--- config.mk ---
export PLATFORM = sky130hd
export DESIGN_NAME = exc_entry_seq
export DESIGN_NICKNAME = d
export VERILOG_FILES = /design/src/verilog/exc_entry_pkg.sv /design/src/verilog/exc_entry_seq.sv
export SDC_FILE = /design/constraint.sdc
export NUM_CORES = 2
export LEC_CHECK = 0
export BUFFER_PORTS_ARGS = -buffer_cell sky130_fd_sc_hd__buf_2
export CAP_MARGIN = 20
export CELL_PAD_IN_SITES_DETAIL_PLACEMENT = 0
export CELL_PAD_IN_SITES_GLOBAL_PLACEMENT = 1
export CORE_ASPECT_RATIO = 0.5
export CORE_MARGIN = 1.5
export CORE_UTILIZATION = 45
export CTS_BUF_LIST = sky130_fd_sc_hd__clkbuf_4 sky130_fd_sc_hd__clkbuf_8 sky130_fd_sc_hd__clkbuf_16
export DETAILED_ROUTE_END_ITERATION = 10
export GPL_ROUTABILITY_DRIVEN = 0
export PLACE_DENSITY_LB_ADDON = 0.1
export SYNTH_ARGS = -nofsm -noshare
export SYNTH_HDL_FRONTEND = slang
export SYNTH_SLANG_ARGS = --single-unit
export TNS_END_PERCENT = 30
--- constraint.sdc ---
create_clock -name pclk -period 2.59 [get_ports pclk]
set_input_delay 0 -clock pclk [delete_from_list [all_inputs] [get_ports pclk]]
set_output_delay 0 -clock pclk [all_outputs]
set_load 0.005 [all_outputs]
--- src/verilog/exc_entry_pkg.sv ---
// Purpose: shared constants and carriers for the exception-entry sequencer
// Assumes: 32-bit little-endian bit numbering (bit 0 is the lsb) in field positions
// Notes: offsets are word-aligned byte addresses on the register bus
package exc_entry_pkg;
	// register offsets
	localparam logic [11:0] off_save_return_addr = 12'h000;
	localparam logic [11:0] off_save_machine_state = 12'h004;
	localparam logic [11:0] off_crit_save_return_addr = 12'h008;
	localparam logic [11:0] off_crit_save_machine_state = 12'h00c;
	localparam logic [11:0] off_machine_state_reg = 12'h010;
	localparam logic [11:0] off_exception_syndrome = 12'h014;
	localparam logic [11:0] off_machine_check_syndrome = 12'h018;
	localparam logic [11:0] off_data_fault_address = 12'h01c;
	localparam logic [11:0] off_vector_prefix = 12'h020;
	localparam logic [11:0] off_timer_status = 12'h024;
	localparam logic [11:0] off_timer_control = 12'h028;
	localparam logic [11:0] off_impl_config_reg = 12'h02c;
	localparam logic [11:0] off_handler_addr = 12'h030;
	localparam logic [11:0] off_vector_offset_base = 12'h040;
	// machine state bit positions (lsb numbering)
	localparam int msr_user_cache_lock_enable = 26;
	localparam int msr_vector_unit_enable = 25;
	localparam int msr_wait = 18;
	localparam int msr_critical_enable = 17;
	localparam int msr_external_enable = 15;
	localparam int msr_problem_state = 14;
	localparam int msr_float_available = 13;
	localparam int msr_machine_check_enable = 12;
	localparam int msr_float_mode_bit0 = 11;
	localparam int msr_debug_enable = 9;
	localparam int msr_float_mode_bit1 = 8;
	localparam int msr_instruction_space = 5;
	localparam int msr_data_space = 4;
	localparam int msr_perf_mark = 2;
	localparam int msr_recoverable_flag = 1;
	// syndrome bit positions
	localparam int esr_store_flag = 23;
	localparam int esr_vector_flag = 7;
	localparam int esr_varlen_instr_flag = 5;
	localparam int esr_misaligned_fetch_flag = 1;
	// timer status / control and implementation config bit positions
	localparam int tsr_watchdog_status = 30;
	localparam int tsr_decrementer_status = 27;
	localparam int tsr_fixed_interval_status = 26;
	localparam int tcr_watchdog_int_enable = 27;
	localparam int tcr_decrementer_int_enable = 26;
	localparam int tcr_fixed_interval_int_enable = 23;
	localparam int tcr_fit_select_lsb = 0;
	localparam int hid_crit_clear_debug_enable = 17;
	localparam int hid_debug_unit_enable = 14;
	// reset value and vector constants
	localparam logic [31:0] reset_word = 32'h0000_0000;
	localparam logic [3:0] vector_low_zero = 4'h0;
	localparam int num_offsets = 8;
	localparam logic [2:0] slot_aux_unavail = 3'h2;

	typedef enum logic [2:0] {
		cause_float_unavail,
		cause_syscall,
		cause_aux_unavail,
		cause_decrementer,
		cause_fixed_interval,
		cause_watchdog,
		cause_data_tlb,
		cause_instr_tlb
	} cause_t;

	typedef struct packed {
		logic float_instr;
		logic syscall_instr;
		logic data_tlb_miss;
		logic instr_tlb_miss;
		logic store_access;
		logic vector_access;
		logic varlen_instr;
		logic misaligned_fetch;
		logic [31:0] instr_addr;
		logic [31:0] next_addr;
		logic [31:0] data_addr;
	} pipe_event_t;

	typedef struct packed {
		logic taken;
		logic critical;
		cause_t cause;
		logic [31:0] handler;
	} entry_report_t;
endpackage

--- src/verilog/exc_entry_seq.sv ---
// Purpose: exception entry for float-unavailable, system call, timers and tlb misses
// Assumes: pipeline presents events one cycle wide, synchronous to pclk
// Notes: priority among classes is resolved outside; higher_pending defers entry
// What this block does
// - take an interrupt only when no higher-priority exception is present
// - float instruction with float available clear raises float unavailable
// - noncritical entry copies whole machine state into save machine state
// - noncritical entry clears listed machine-state bits, keeps ce me de ri
// - handler address is prefix 0-15, offset 16-27, four zero bits
// - system call saves address of following instruction, taken on execution
// - system call syndrome keeps only the varlen flag, others cleared
// - auxiliary processor unavailable slot is never raised
// - decrementer taken when status, enable and external enable all one
// - timer entries save the address of the next instruction
// - fixed-interval status set on a selected time base bit rising
// - fixed-interval taken when status, enable and external enable all one
// - first watchdog time-out sets watchdog status, whether or not the watchdog enable is set
// - watchdog taken when status, enable and critical enable all one
// - watchdog entry is critical, uses critical save pair, clears ce
// - watchdog clears debug enable unless debug unit on and config bit off
// - data tlb miss raises entry, saves faulting load or store address
// - data tlb entry loads fault address and store, vector, varlen flags
// - instruction tlb miss raises entry, saves faulting instruction address
// - instruction tlb syndrome keeps only misaligned fetch flag
`timescale 1ns/1ps
module exc_entry_seq
	import exc_entry_pkg::*;
(
	input wire logic pclk,
	input wire logic presetn,
	input wire logic clk_en,
	input wire logic psel,
	input wire logic penable,
	input wire logic pwrite,
	input wire logic [11:0] paddr,
	input wire logic [31:0] pwdata,
	input wire logic [3:0] pstrb,
	output logic [31:0] prdata,
	output logic pready,
	output logic pslverr,
	input wire pipe_event_t pipe_event,
	input wire logic higher_pending,
	input wire logic [63:0] time_base,
	input wire logic watchdog_timeout,
	input wire logic decrementer_expired,
	output entry_report_t entry
);
	logic [31:0] save_return_addr;
	logic [31:0] save_machine_state;
	logic [31:0] crit_save_return_addr;
	logic [31:0] crit_save_machine_state;
	logic [31:0] machine_state_reg;
	logic [31:0] exception_syndrome;
	logic [31:0] machine_check_syndrome;
	logic [31:0] data_fault_address;
	logic [31:0] vector_prefix;
	logic [31:0] timer_status;
	logic [31:0] timer_control;
	logic [31:0] impl_config_reg;
	logic [31:0] vector_offset [num_offsets];
	logic fit_bit_prev;
	logic watchdog_fired;

	// register bus decode
	wire logic rd_valid = paddr[1:0] == 2'h0;
	// misaligned writes are refused, otherwise the offset bank would alias them
	wire logic wr_access = psel & penable & pwrite & clk_en & rd_valid;
	wire logic in_offset_bank = paddr[11:5] == off_vector_offset_base[11:5];
	wire logic [2:0] offset_index = paddr[4:2];
	wire logic [31:0] wmask = {{8{pstrb[3]}}, {8{pstrb[2]}}, {8{pstrb[1]}}, {8{pstrb[0]}}};
	wire logic hit_tsr = paddr == off_timer_status;
	wire logic hit_tcr = paddr == off_timer_control;
	wire logic hit_msr = paddr == off_machine_state_reg;
	wire logic hit_vector_prefix = paddr == off_vector_prefix;
	wire logic hit_hid = paddr == off_impl_config_reg;
	wire logic hit_save_return_addr = paddr == off_save_return_addr;
	wire logic hit_save_machine_state = paddr == off_save_machine_state;
	wire logic hit_crit_save_return_addr = paddr == off_crit_save_return_addr;
	wire logic hit_crit_save_machine_state = paddr == off_crit_save_machine_state;
	wire logic hit_esr = paddr == off_exception_syndrome;
	wire logic hit_machine_check_syndrome = paddr == off_machine_check_syndrome;
	wire logic hit_data_fault_address = paddr == off_data_fault_address;
	wire logic hit_handler = paddr == off_handler_addr;
	wire logic hit_any = hit_tsr | hit_tcr | hit_msr | hit_vector_prefix | hit_hid | hit_save_return_addr |
		hit_save_machine_state | hit_crit_save_return_addr | hit_crit_save_machine_state | hit_esr | hit_machine_check_syndrome | hit_data_fault_address | hit_handler |
		in_offset_bank;

	// timer status sources
	wire logic [5:0] fit_select = timer_control[tcr_fit_select_lsb +: 6];
	wire logic fit_bit = time_base[fit_select];
	wire logic fit_rise = fit_bit & ~fit_bit_prev;
	wire logic wdt_first = watchdog_timeout & ~watchdog_fired;

	// enabling conditions
	wire logic ee = machine_state_reg[msr_external_enable];
	wire logic ce = machine_state_reg[msr_critical_enable];
	wire logic req_float = pipe_event.float_instr & ~machine_state_reg[msr_float_available];
	wire logic req_sc = pipe_event.syscall_instr;
	wire logic req_dec = timer_status[tsr_decrementer_status] &
		timer_control[tcr_decrementer_int_enable] & ee;
	wire logic req_fit = timer_status[tsr_fixed_interval_status] &
		timer_control[tcr_fixed_interval_int_enable] & ee;
	wire logic req_wdt = timer_status[tsr_watchdog_status] &
		timer_control[tcr_watchdog_int_enable] & ce;
	wire logic req_dtlb = pipe_event.data_tlb_miss;
	wire logic req_itlb = pipe_event.instr_tlb_miss;
	// auxiliary slot has no request source at all
	wire logic req_aux = 1'b0;
	wire logic any_req = req_float | req_sc | req_dec | req_fit | req_wdt | req_dtlb |
		req_itlb | req_aux;
	// a register write in the same cycle is ignored by entry so there is one writer order
	wire logic take = any_req & ~higher_pending & clk_en;

	// fixed local order only breaks ties; true class priority comes through higher_pending
	cause_t next_cause;
	always_comb begin
		if (req_itlb) begin
			next_cause = cause_instr_tlb;
		end else if (req_float) begin
			next_cause = cause_float_unavail;
		end else if (req_sc) begin
			next_cause = cause_syscall;
		end else if (req_dtlb) begin
			next_cause = cause_data_tlb;
		end else if (req_wdt) begin
			next_cause = cause_watchdog;
		end else if (req_dec) begin
			next_cause = cause_decrementer;
		end else begin
			next_cause = cause_fixed_interval;
		end
	end

	wire logic is_crit = next_cause == cause_watchdog;
	wire logic [31:0] chosen_offset = vector_offset[next_cause];
	wire logic [31:0] next_handler = {vector_prefix[31:16], chosen_offset[15:4],
		vector_low_zero};

	// return address per cause
	logic [31:0] next_return;
	always_comb begin
		unique case (next_cause)
			cause_syscall: next_return = pipe_event.next_addr;
			cause_decrementer, cause_fixed_interval, cause_watchdog:
				next_return = pipe_event.next_addr;
			cause_data_tlb: next_return = pipe_event.instr_addr;
			cause_instr_tlb: next_return = pipe_event.instr_addr;
			default: next_return = pipe_event.instr_addr;
		endcase
	end

	// machine-state clearing mask
	localparam logic [31:0] noncrit_clear = (32'h1 << msr_user_cache_lock_enable) |
		(32'h1 << msr_vector_unit_enable) | (32'h1 << msr_wait) |
		(32'h1 << msr_external_enable) | (32'h1 << msr_problem_state) |
		(32'h1 << msr_float_available) | (32'h1 << msr_float_mode_bit0) |
		(32'h1 << msr_float_mode_bit1) | (32'h1 << msr_instruction_space) |
		(32'h1 << msr_data_space) | (32'h1 << msr_perf_mark);
	wire logic debug_unit_on = impl_config_reg[hid_debug_unit_enable];
	wire logic clear_de = ~debug_unit_on | impl_config_reg[hid_crit_clear_debug_enable];
	wire logic [31:0] crit_clear = noncrit_clear | (32'h1 << msr_critical_enable) |
		({31'h0, clear_de} << msr_debug_enable);
	wire logic [31:0] next_msr_entry = machine_state_reg & ~(is_crit ? crit_clear : noncrit_clear);

	// syndrome per cause; unchanged causes keep the old value
	logic [31:0] next_esr;
	always_comb begin
		next_esr = exception_syndrome;
		unique case (next_cause)
			cause_syscall: begin
				next_esr = reset_word;
				next_esr[esr_varlen_instr_flag] = pipe_event.varlen_instr;
			end
			cause_data_tlb: begin
				next_esr = reset_word;
				next_esr[esr_store_flag] = pipe_event.store_access;
				next_esr[esr_vector_flag] = pipe_event.vector_access;
				next_esr[esr_varlen_instr_flag] = pipe_event.varlen_instr;
			end
			cause_instr_tlb: begin
				next_esr = reset_word;
				next_esr[esr_misaligned_fetch_flag] = pipe_event.misaligned_fetch;
			end
			default: next_esr = exception_syndrome;
		endcase
	end

	// status: hardware set wins over software write-one-to-clear
	wire logic [31:0] tsr_set = ({31'h0, wdt_first} << tsr_watchdog_status) |
		({31'h0, decrementer_expired} << tsr_decrementer_status) |
		({31'h0, fit_rise} << tsr_fixed_interval_status);
	wire logic [31:0] tsr_clear = (wr_access & hit_tsr) ? (pwdata & wmask) : reset_word;
	wire logic [31:0] next_timer_status = (timer_status & ~tsr_clear) | tsr_set;

	always_ff @(posedge pclk or negedge presetn) begin
		if (!presetn) begin
			timer_status <= reset_word;
			fit_bit_prev <= 1'b0;
			watchdog_fired <= 1'b0;
		end else if (clk_en) begin
			timer_status <= next_timer_status;
			fit_bit_prev <= fit_bit;
			watchdog_fired <= watchdog_fired | watchdog_timeout;
		end
	end

	always_ff @(posedge pclk or negedge presetn) begin
		if (!presetn) begin
			save_return_addr <= reset_word;
			save_machine_state <= reset_word;
			crit_save_return_addr <= reset_word;
			crit_save_machine_state <= reset_word;
			machine_state_reg <= reset_word;
			exception_syndrome <= reset_word;
			data_fault_address <= reset_word;
		end else if (take) begin
			machine_state_reg <= next_msr_entry;
			exception_syndrome <= next_esr;
			if (is_crit) begin
				crit_save_return_addr <= next_return;
				crit_save_machine_state <= machine_state_reg;
			end else begin
				save_return_addr <= next_return;
				save_machine_state <= machine_state_reg;
			end
			if (next_cause == cause_data_tlb) begin
				data_fault_address <= pipe_event.data_addr;
			end
		end else if (wr_access) begin
			if (hit_msr) machine_state_reg <= (machine_state_reg & ~wmask) | (pwdata & wmask);
			if (hit_save_return_addr) save_return_addr <= (save_return_addr & ~wmask) | (pwdata & wmask);
			if (hit_save_machine_state) save_machine_state <= (save_machine_state & ~wmask) | (pwdata & wmask);
			if (hit_crit_save_return_addr) crit_save_return_addr <= (crit_save_return_addr & ~wmask) | (pwdata & wmask);
			if (hit_crit_save_machine_state) crit_save_machine_state <= (crit_save_machine_state & ~wmask) | (pwdata & wmask);
			if (hit_esr) exception_syndrome <= (exception_syndrome & ~wmask) | (pwdata & wmask);
			if (hit_data_fault_address) data_fault_address <= (data_fault_address & ~wmask) | (pwdata & wmask);
		end
	end

	// configuration registers, software only; machine-check syndrome is never touched by entry
	always_ff @(posedge pclk or negedge presetn) begin
		if (!presetn) begin
			timer_control <= reset_word;
			vector_prefix <= reset_word;
			impl_config_reg <= reset_word;
			machine_check_syndrome <= reset_word;
			for (int i = 0; i < num_offsets; i++) begin
				vector_offset[i] <= reset_word;
			end
		end else if (wr_access) begin
			if (hit_tcr) timer_control <= (timer_control & ~wmask) | (pwdata & wmask);
			if (hit_vector_prefix) vector_prefix <= (vector_prefix & ~wmask) | (pwdata & wmask);
			if (hit_hid) impl_config_reg <= (impl_config_reg & ~wmask) | (pwdata & wmask);
			if (hit_machine_check_syndrome) machine_check_syndrome <= (machine_check_syndrome & ~wmask) | (pwdata & wmask);
			// auxiliary slot offset exists but is never used for a vector
			if (in_offset_bank && offset_index != slot_aux_unavail) begin
				vector_offset[offset_index] <= (vector_offset[offset_index] & ~wmask) |
					(pwdata & wmask);
			end
		end
	end

	// entry report and read data registered
	always_ff @(posedge pclk or negedge presetn) begin
		if (!presetn) begin
			entry <= '0;
		end else if (clk_en) begin
			entry.taken <= take;
			entry.critical <= take & is_crit;
			entry.cause <= take ? next_cause : entry.cause;
			entry.handler <= take ? next_handler : entry.handler;
		end
	end

	logic [31:0] next_rdata;
	always_comb begin
		next_rdata = reset_word;
		if (in_offset_bank) next_rdata = vector_offset[offset_index];
		if (hit_save_return_addr) next_rdata = save_return_addr;
		if (hit_save_machine_state) next_rdata = save_machine_state;
		if (hit_crit_save_return_addr) next_rdata = crit_save_return_addr;
		if (hit_crit_save_machine_state) next_rdata = crit_save_machine_state;
		if (hit_msr) next_rdata = machine_state_reg;
		if (hit_esr) next_rdata = exception_syndrome;
		if (hit_machine_check_syndrome) next_rdata = machine_check_syndrome;
		if (hit_data_fault_address) next_rdata = data_fault_address;
		if (hit_vector_prefix) next_rdata = vector_prefix;
		if (hit_tsr) next_rdata = timer_status;
		if (hit_tcr) next_rdata = timer_control;
		if (hit_hid) next_rdata = impl_config_reg;
		if (hit_handler) next_rdata = entry.handler;
	end

	always_ff @(posedge pclk or negedge presetn) begin
		if (!presetn) begin
			prdata <= reset_word;
		end else if (clk_en && psel && !penable) begin
			prdata <= next_rdata;
		end
	end

	// zero-wait slave; stalls with the clock enable
	assign pready = clk_en;
	assign pslverr = psel & penable & ~(hit_any & rd_valid);
endmodule

==> results_tabular.tex <==
\begin{tabular}{lr}
\hline
Metric & Value \\
\hline
\multicolumn{2}{l}{\textbf{Synthesis}} \\
Sequential area share after synthesis & 49.8\% \\
Mean post-synth cell area & 11.3 µm² \\
Fraction of synthesis flops using an asynchronous set or reset pin & 100\% \\
Post-synth EDFFs & 0 \\
Prevailing post-synth register cell & sky130\_fd\_sc\_hd\_\_dfrtp\_1 \\
Flop and latch count out of synthesis & 707 \\
Gate count after technology mapping & 3,132 \\
Number of unique standard cell types used by synthesis & 80 \\
Yosys warning count & 0 \\
Netlist area before placement & 35,500 µm² \\
\multicolumn{2}{l}{\textbf{Floorplanning}} \\
Vertical extent of the die & 202 µm \\
Count of standard-cell rows & 72 \\
Area inside the core boundary & 77,700 µm² \\
Total die area & 80,800 µm² \\
Number of placed I/O pins & 296 \\
Width of the die & 400 µm \\
Starting utilization of the core area & 45.7\% \\
\multicolumn{2}{l}{\textbf{STA}} \\
Number of hold violations in the final report & 0 \\
Minimum hold slack & 0.0847 ns \\
Worst-case setup margin in the final layout & -0.0257 ns \\
Worst-case headroom to the max-slew limit & 46.7\% \\
Final max-slew violation count & 0 \\
Maximum achievable frequency & 382 MHz \\
Setup TNS Final & -0.168 ns \\
Period minus WS final & 2.62 ns \\
Worst-margin pin slew & 0.780 ns \\
Final worst path period share & 101\% \\
Unrepaired setup endpoints after global routing & no \\
Final setup skew & 0.0191 ns \\
Setup-violating endpoint count in the final report & 11 \\
\multicolumn{2}{l}{\textbf{Cells and area}} \\
Layout area overhead & 24.7\% \\
Area taken by multi-input logic gates & 16,800 µm² \\
Layout cell share with drive strength beyond 1 & 36.2\% \\
Nets & 3,933 \\
Filler cells & 6,564 \\
Area of all sequential standard cells & 17,700 µm² \\
\multicolumn{2}{l}{\textbf{GRT}} \\
Wire length of the first global-routing pass & 222,000 µm \\
Largest net degree at the start of global routing & 98 \\
Vias in the first global route & 30.7k \\
Global routing usage summed across all routing layers & 38.3\% \\
Total congestion overflow after global routing & 0 \\
Number of antenna violations at the first check in global routing & 9 \\
\multicolumn{2}{l}{\textbf{Hold path}} \\
Kind of path behind the tightest hold check & in -> reg \\
Min-Delay Startpoint & pipe\_event[71] \\
Number of instances on the worst hold path & 4 \\
\multicolumn{2}{l}{\textbf{Clock tree}} \\
Maximum level of the CTS H-tree & 3 \\
Number of buffers added by the clock tree synthesis step & 69 \\
Clock transition at path regs & 0.07 ns \\
Clock latency on the worst-skew pair & 0.67 ns \\
CTS tree & built \\
Maximum clock path buffer count & 3 \\
Clock root buffer master & sky130\_fd\_sc\_hd\_\_clkbuf\_16 \\
Clock sink count & 707 \\
\multicolumn{2}{l}{\textbf{Pwr}} \\
Power density normalized to cell area & 569 nW/µm² \\
Static Leak & 0.0206 µW \\
Maximum ir drop on the vdd rail & 0.443 mV \\
\multicolumn{2}{l}{\textbf{Route}} \\
Pre-antenna DRT Iters & 7 \\
Routed len/inst & 32.5 µm \\
DR vias/cell & 6.51 \\
Total number of vias & 31.2k \\
Number of DRC violations after detailed-routing iteration 0 & 4,219 \\
DRC violations left & 0 \\
Total wire length & 156,000 µm \\
Post-DRT Antenna Nets & 0 \\
\multicolumn{2}{l}{\textbf{Run}} \\
Maxcap violations & 0 \\
\multicolumn{2}{l}{\textbf{Critical path}} \\
Count of cells along the worst register-to-register path & 8 \\
Critical Path AT & 3.17 ns \\
CP Launch Type & flip-flop \\
Worst reg2reg setup slack & -0.03 ns \\
CP Max Fanout & 22 \\
Req. time, crit path & 3.14 ns \\
CP peak stage delay & 0.56 ns \\
CP Capture Type & flip-flop \\
Type of the setup path with the least slack & reg -> reg \\
CP max stage cell & sky130\_fd\_sc\_hd\_\_dfrtp\_1 \\
Crit Reg-Reg Startpoint & machine\_state\_reg[15] \\
Worst path cell trace & nand3\_1 > nand3\_1 > o21a\_2 > o41a\_1 > buf\_4 > nor2\_1 > buf\_4 > o22a\_1 \\
\multicolumn{2}{l}{\textbf{Placed design}} \\
Port Buffer Count & 291 \\
Minimum setup slack after placement & -0.358 ns \\
DP HPWL & 112,000 µm \\
\multicolumn{2}{l}{\textbf{Run status}} \\
Run status & finished, violations left \\
Violated checks & setup timing \\
\hline
\end{tabular}
cell type report:
class | count | area share (%)
Antenna cell | 3 | 0.0169
Clock buffer | 96 | 4.60
Tap cell | 1036 | 2.92
Sequential cell | 707 | 39.9
Timing Repair Buffer | 780 | 13.9
Clock inverter | 21 | 0.480
Multi-Input combinational cell | 2107 | 37.8
Inverter | 43 | 0.364
synthesized netlist by cell type, types with 5 or more instances:
cell,number,area [µm²]
sky130_fd_sc_hd__buf_1,34,128
sky130_fd_sc_hd__mux2_2,442,4980
sky130_fd_sc_hd__o211ai_1,13,97.6
sky130_fd_sc_hd__o311ai_0,5,43.8
sky130_fd_sc_hd__buf_2,66,330
sky130_fd_sc_hd__dfrtp_1,707,17700
sky130_fd_sc_hd__clkbuf_1,172,646
sky130_fd_sc_hd__a32oi_1,11,96.3
sky130_fd_sc_hd__a21boi_0,24,180
sky130_fd_sc_hd__or3_1,8,50.1
sky130_fd_sc_hd__mux2i_1,101,1010
sky130_fd_sc_hd__o221ai_1,38,333
sky130_fd_sc_hd__a31oi_1,16,100
sky130_fd_sc_hd__nand4_1,21,131
sky130_fd_sc_hd__nor3_1,16,80.1
sky130_fd_sc_hd__nand2_1,240,901
sky130_fd_sc_hd__a21oi_1,159,796
sky130_fd_sc_hd__nor2_2,23,144
sky130_fd_sc_hd__a22o_1,36,315
sky130_fd_sc_hd__o21ai_1,8,40.0
sky130_fd_sc_hd__nand2b_1,14,87.6
sky130_fd_sc_hd__o21ai_0,162,811
sky130_fd_sc_hd__nand3_1,26,130
sky130_fd_sc_hd__a2bb2oi_1,43,377
sky130_fd_sc_hd__a21o_1,16,120
sky130_fd_sc_hd__and2_1,12,75.1
sky130_fd_sc_hd__o2bb2ai_1,31,272
sky130_fd_sc_hd__a221o_1,11,110
sky130_fd_sc_hd__a211oi_1,15,113
sky130_fd_sc_hd__mux4_2,70,1580
sky130_fd_sc_hd__inv_1,40,150
sky130_fd_sc_hd__o21ai_2,8,70.1
sky130_fd_sc_hd__a222oi_1,5,50.1
sky130_fd_sc_hd__a221oi_1,14,123
sky130_fd_sc_hd__nor2_1,179,672
sky130_fd_sc_hd__buf_4,6,45.0
sky130_fd_sc_hd__o21a_1,11,82.6
sky130_fd_sc_hd__and3_1,8,50.1
sky130_fd_sc_hd__nor4_1,5,31.3
sky130_fd_sc_hd__o22ai_1,101,632
sky130_fd_sc_hd__a22oi_1,33,248
sky130_fd_sc_hd__nor2b_1,21,131
sky130_fd_sc_hd__o22a_1,87,762
how the worst max path moves through the flow:
stage,from,end,slack (ns),cells past startpoint
5_1_grt,machine_state_reg[15],flip-flop,0.006,8
3_5_place_dp,paddr[8],prdata[29],-0.36,8
3_3_place_gp,paddr[8],prdata[29],-0.37,8
2_1_floorplan,machine_state_reg[13],flip-flop,0.26,7
6_report,machine_state_reg[15],flip-flop,-0.03,8
4_1_cts,machine_state_reg[15],flip-flop,0.003,7
routing by layer:
layer | GRT usage (%) | vias to the layer above | wire [µm]
met5 | 0 | - | 13
met4 | 12.4 | 2 | 5640
met3 | 17.2 | 380 | 22500
met2 | 50.9 | 2035 | 60900
met1 | 54.8 | 15956 | 66800
li1 | - | 12852 | -
stage by stage:
step	util [%]	cell area [µm²]	power, µW	std cells
2_1_floorplan	-	35600	13100	3135
3_3_place_gp	52.1	40500	14600	4524
3_5_place_dp	52.1	40500	14600	4524
4_1_cts	56.9	44200	25200	4788
5_1_grt	57.0	44300	25900	4791
6_report	57.0	44300	25300	4793
layout by cell type, fill, tap and decap left out, drive strengths merged, types with 11 or more instances in the layout:
cell | netlist | routed
dfrtp | 707 | 707
buf | 106 | 638
mux2 | 442 | 442
nand2 | 240 | 240
nor2 | 202 | 202
o21ai | 178 | 178
a21oi | 160 | 160
dlygate4sd3 | 0 | 140
mux2i | 101 | 101
o22ai | 101 | 101
clkbuf | 172 | 96
o22a | 87 | 87
mux4 | 70 | 70
inv | 42 | 47
a2bb2oi | 43 | 43
o221ai | 38 | 38
a22o | 36 | 36
a22oi | 34 | 34
o2bb2ai | 31 | 31
nand3 | 28 | 28
a21boi | 24 | 24
nand4 | 21 | 21
nor2b | 21 | 21
nor3 | 19 | 19
a211oi | 19 | 19
a21o | 16 | 16
a31oi | 16 | 16
nand2b | 14 | 14
a221oi | 14 | 14
o211ai | 13 | 13
clkinv | 1 | 13
and2 | 12 | 12
a32oi | 11 | 11
a221o | 11 | 11
o21a | 11 | 11
critical path, delay by kind of cell, from the launching register on:
kind / cells / cell delay [ns]
simple gates: 3 / 0.66
compound gates: 3 / 0.72
buf+inv: 2 / 0.54
flops: 1 / 0.56
timing repair:
item / CTS / global route
hold endpoints to repair: 968 / 0
buffers inserted: 4 / 2
endpoints found under the setup margin: 9 / 144
gates resized for setup: 2 / 24
hold buffers: 143 / 0
pin swaps: 2 / 3
kinds of logic (layout without fill, tap and decap cells):
kind of cell,Yosys count,count (layout),share of synthesized area [%]
compound gates,887,887,17.5
flops,707,707,49.8
mux,613,613,21.3
simple gates,603,603,7.79
buf+inv,321,940,3.69
other cells,1,7,0.0105
power breakdown:
| group | internal, µW | total (µW) | switching [µW] |
|---|---|---|---|
| Clock | 5820 | 10500 | 4680 |
| Combinational | 1180 | 3030 | 1840 |
| Sequential | 11400 | 11700 | 308 |
| Total | 18400 | 25300 | 6830 |
Power figures use the tool's default switching activity.
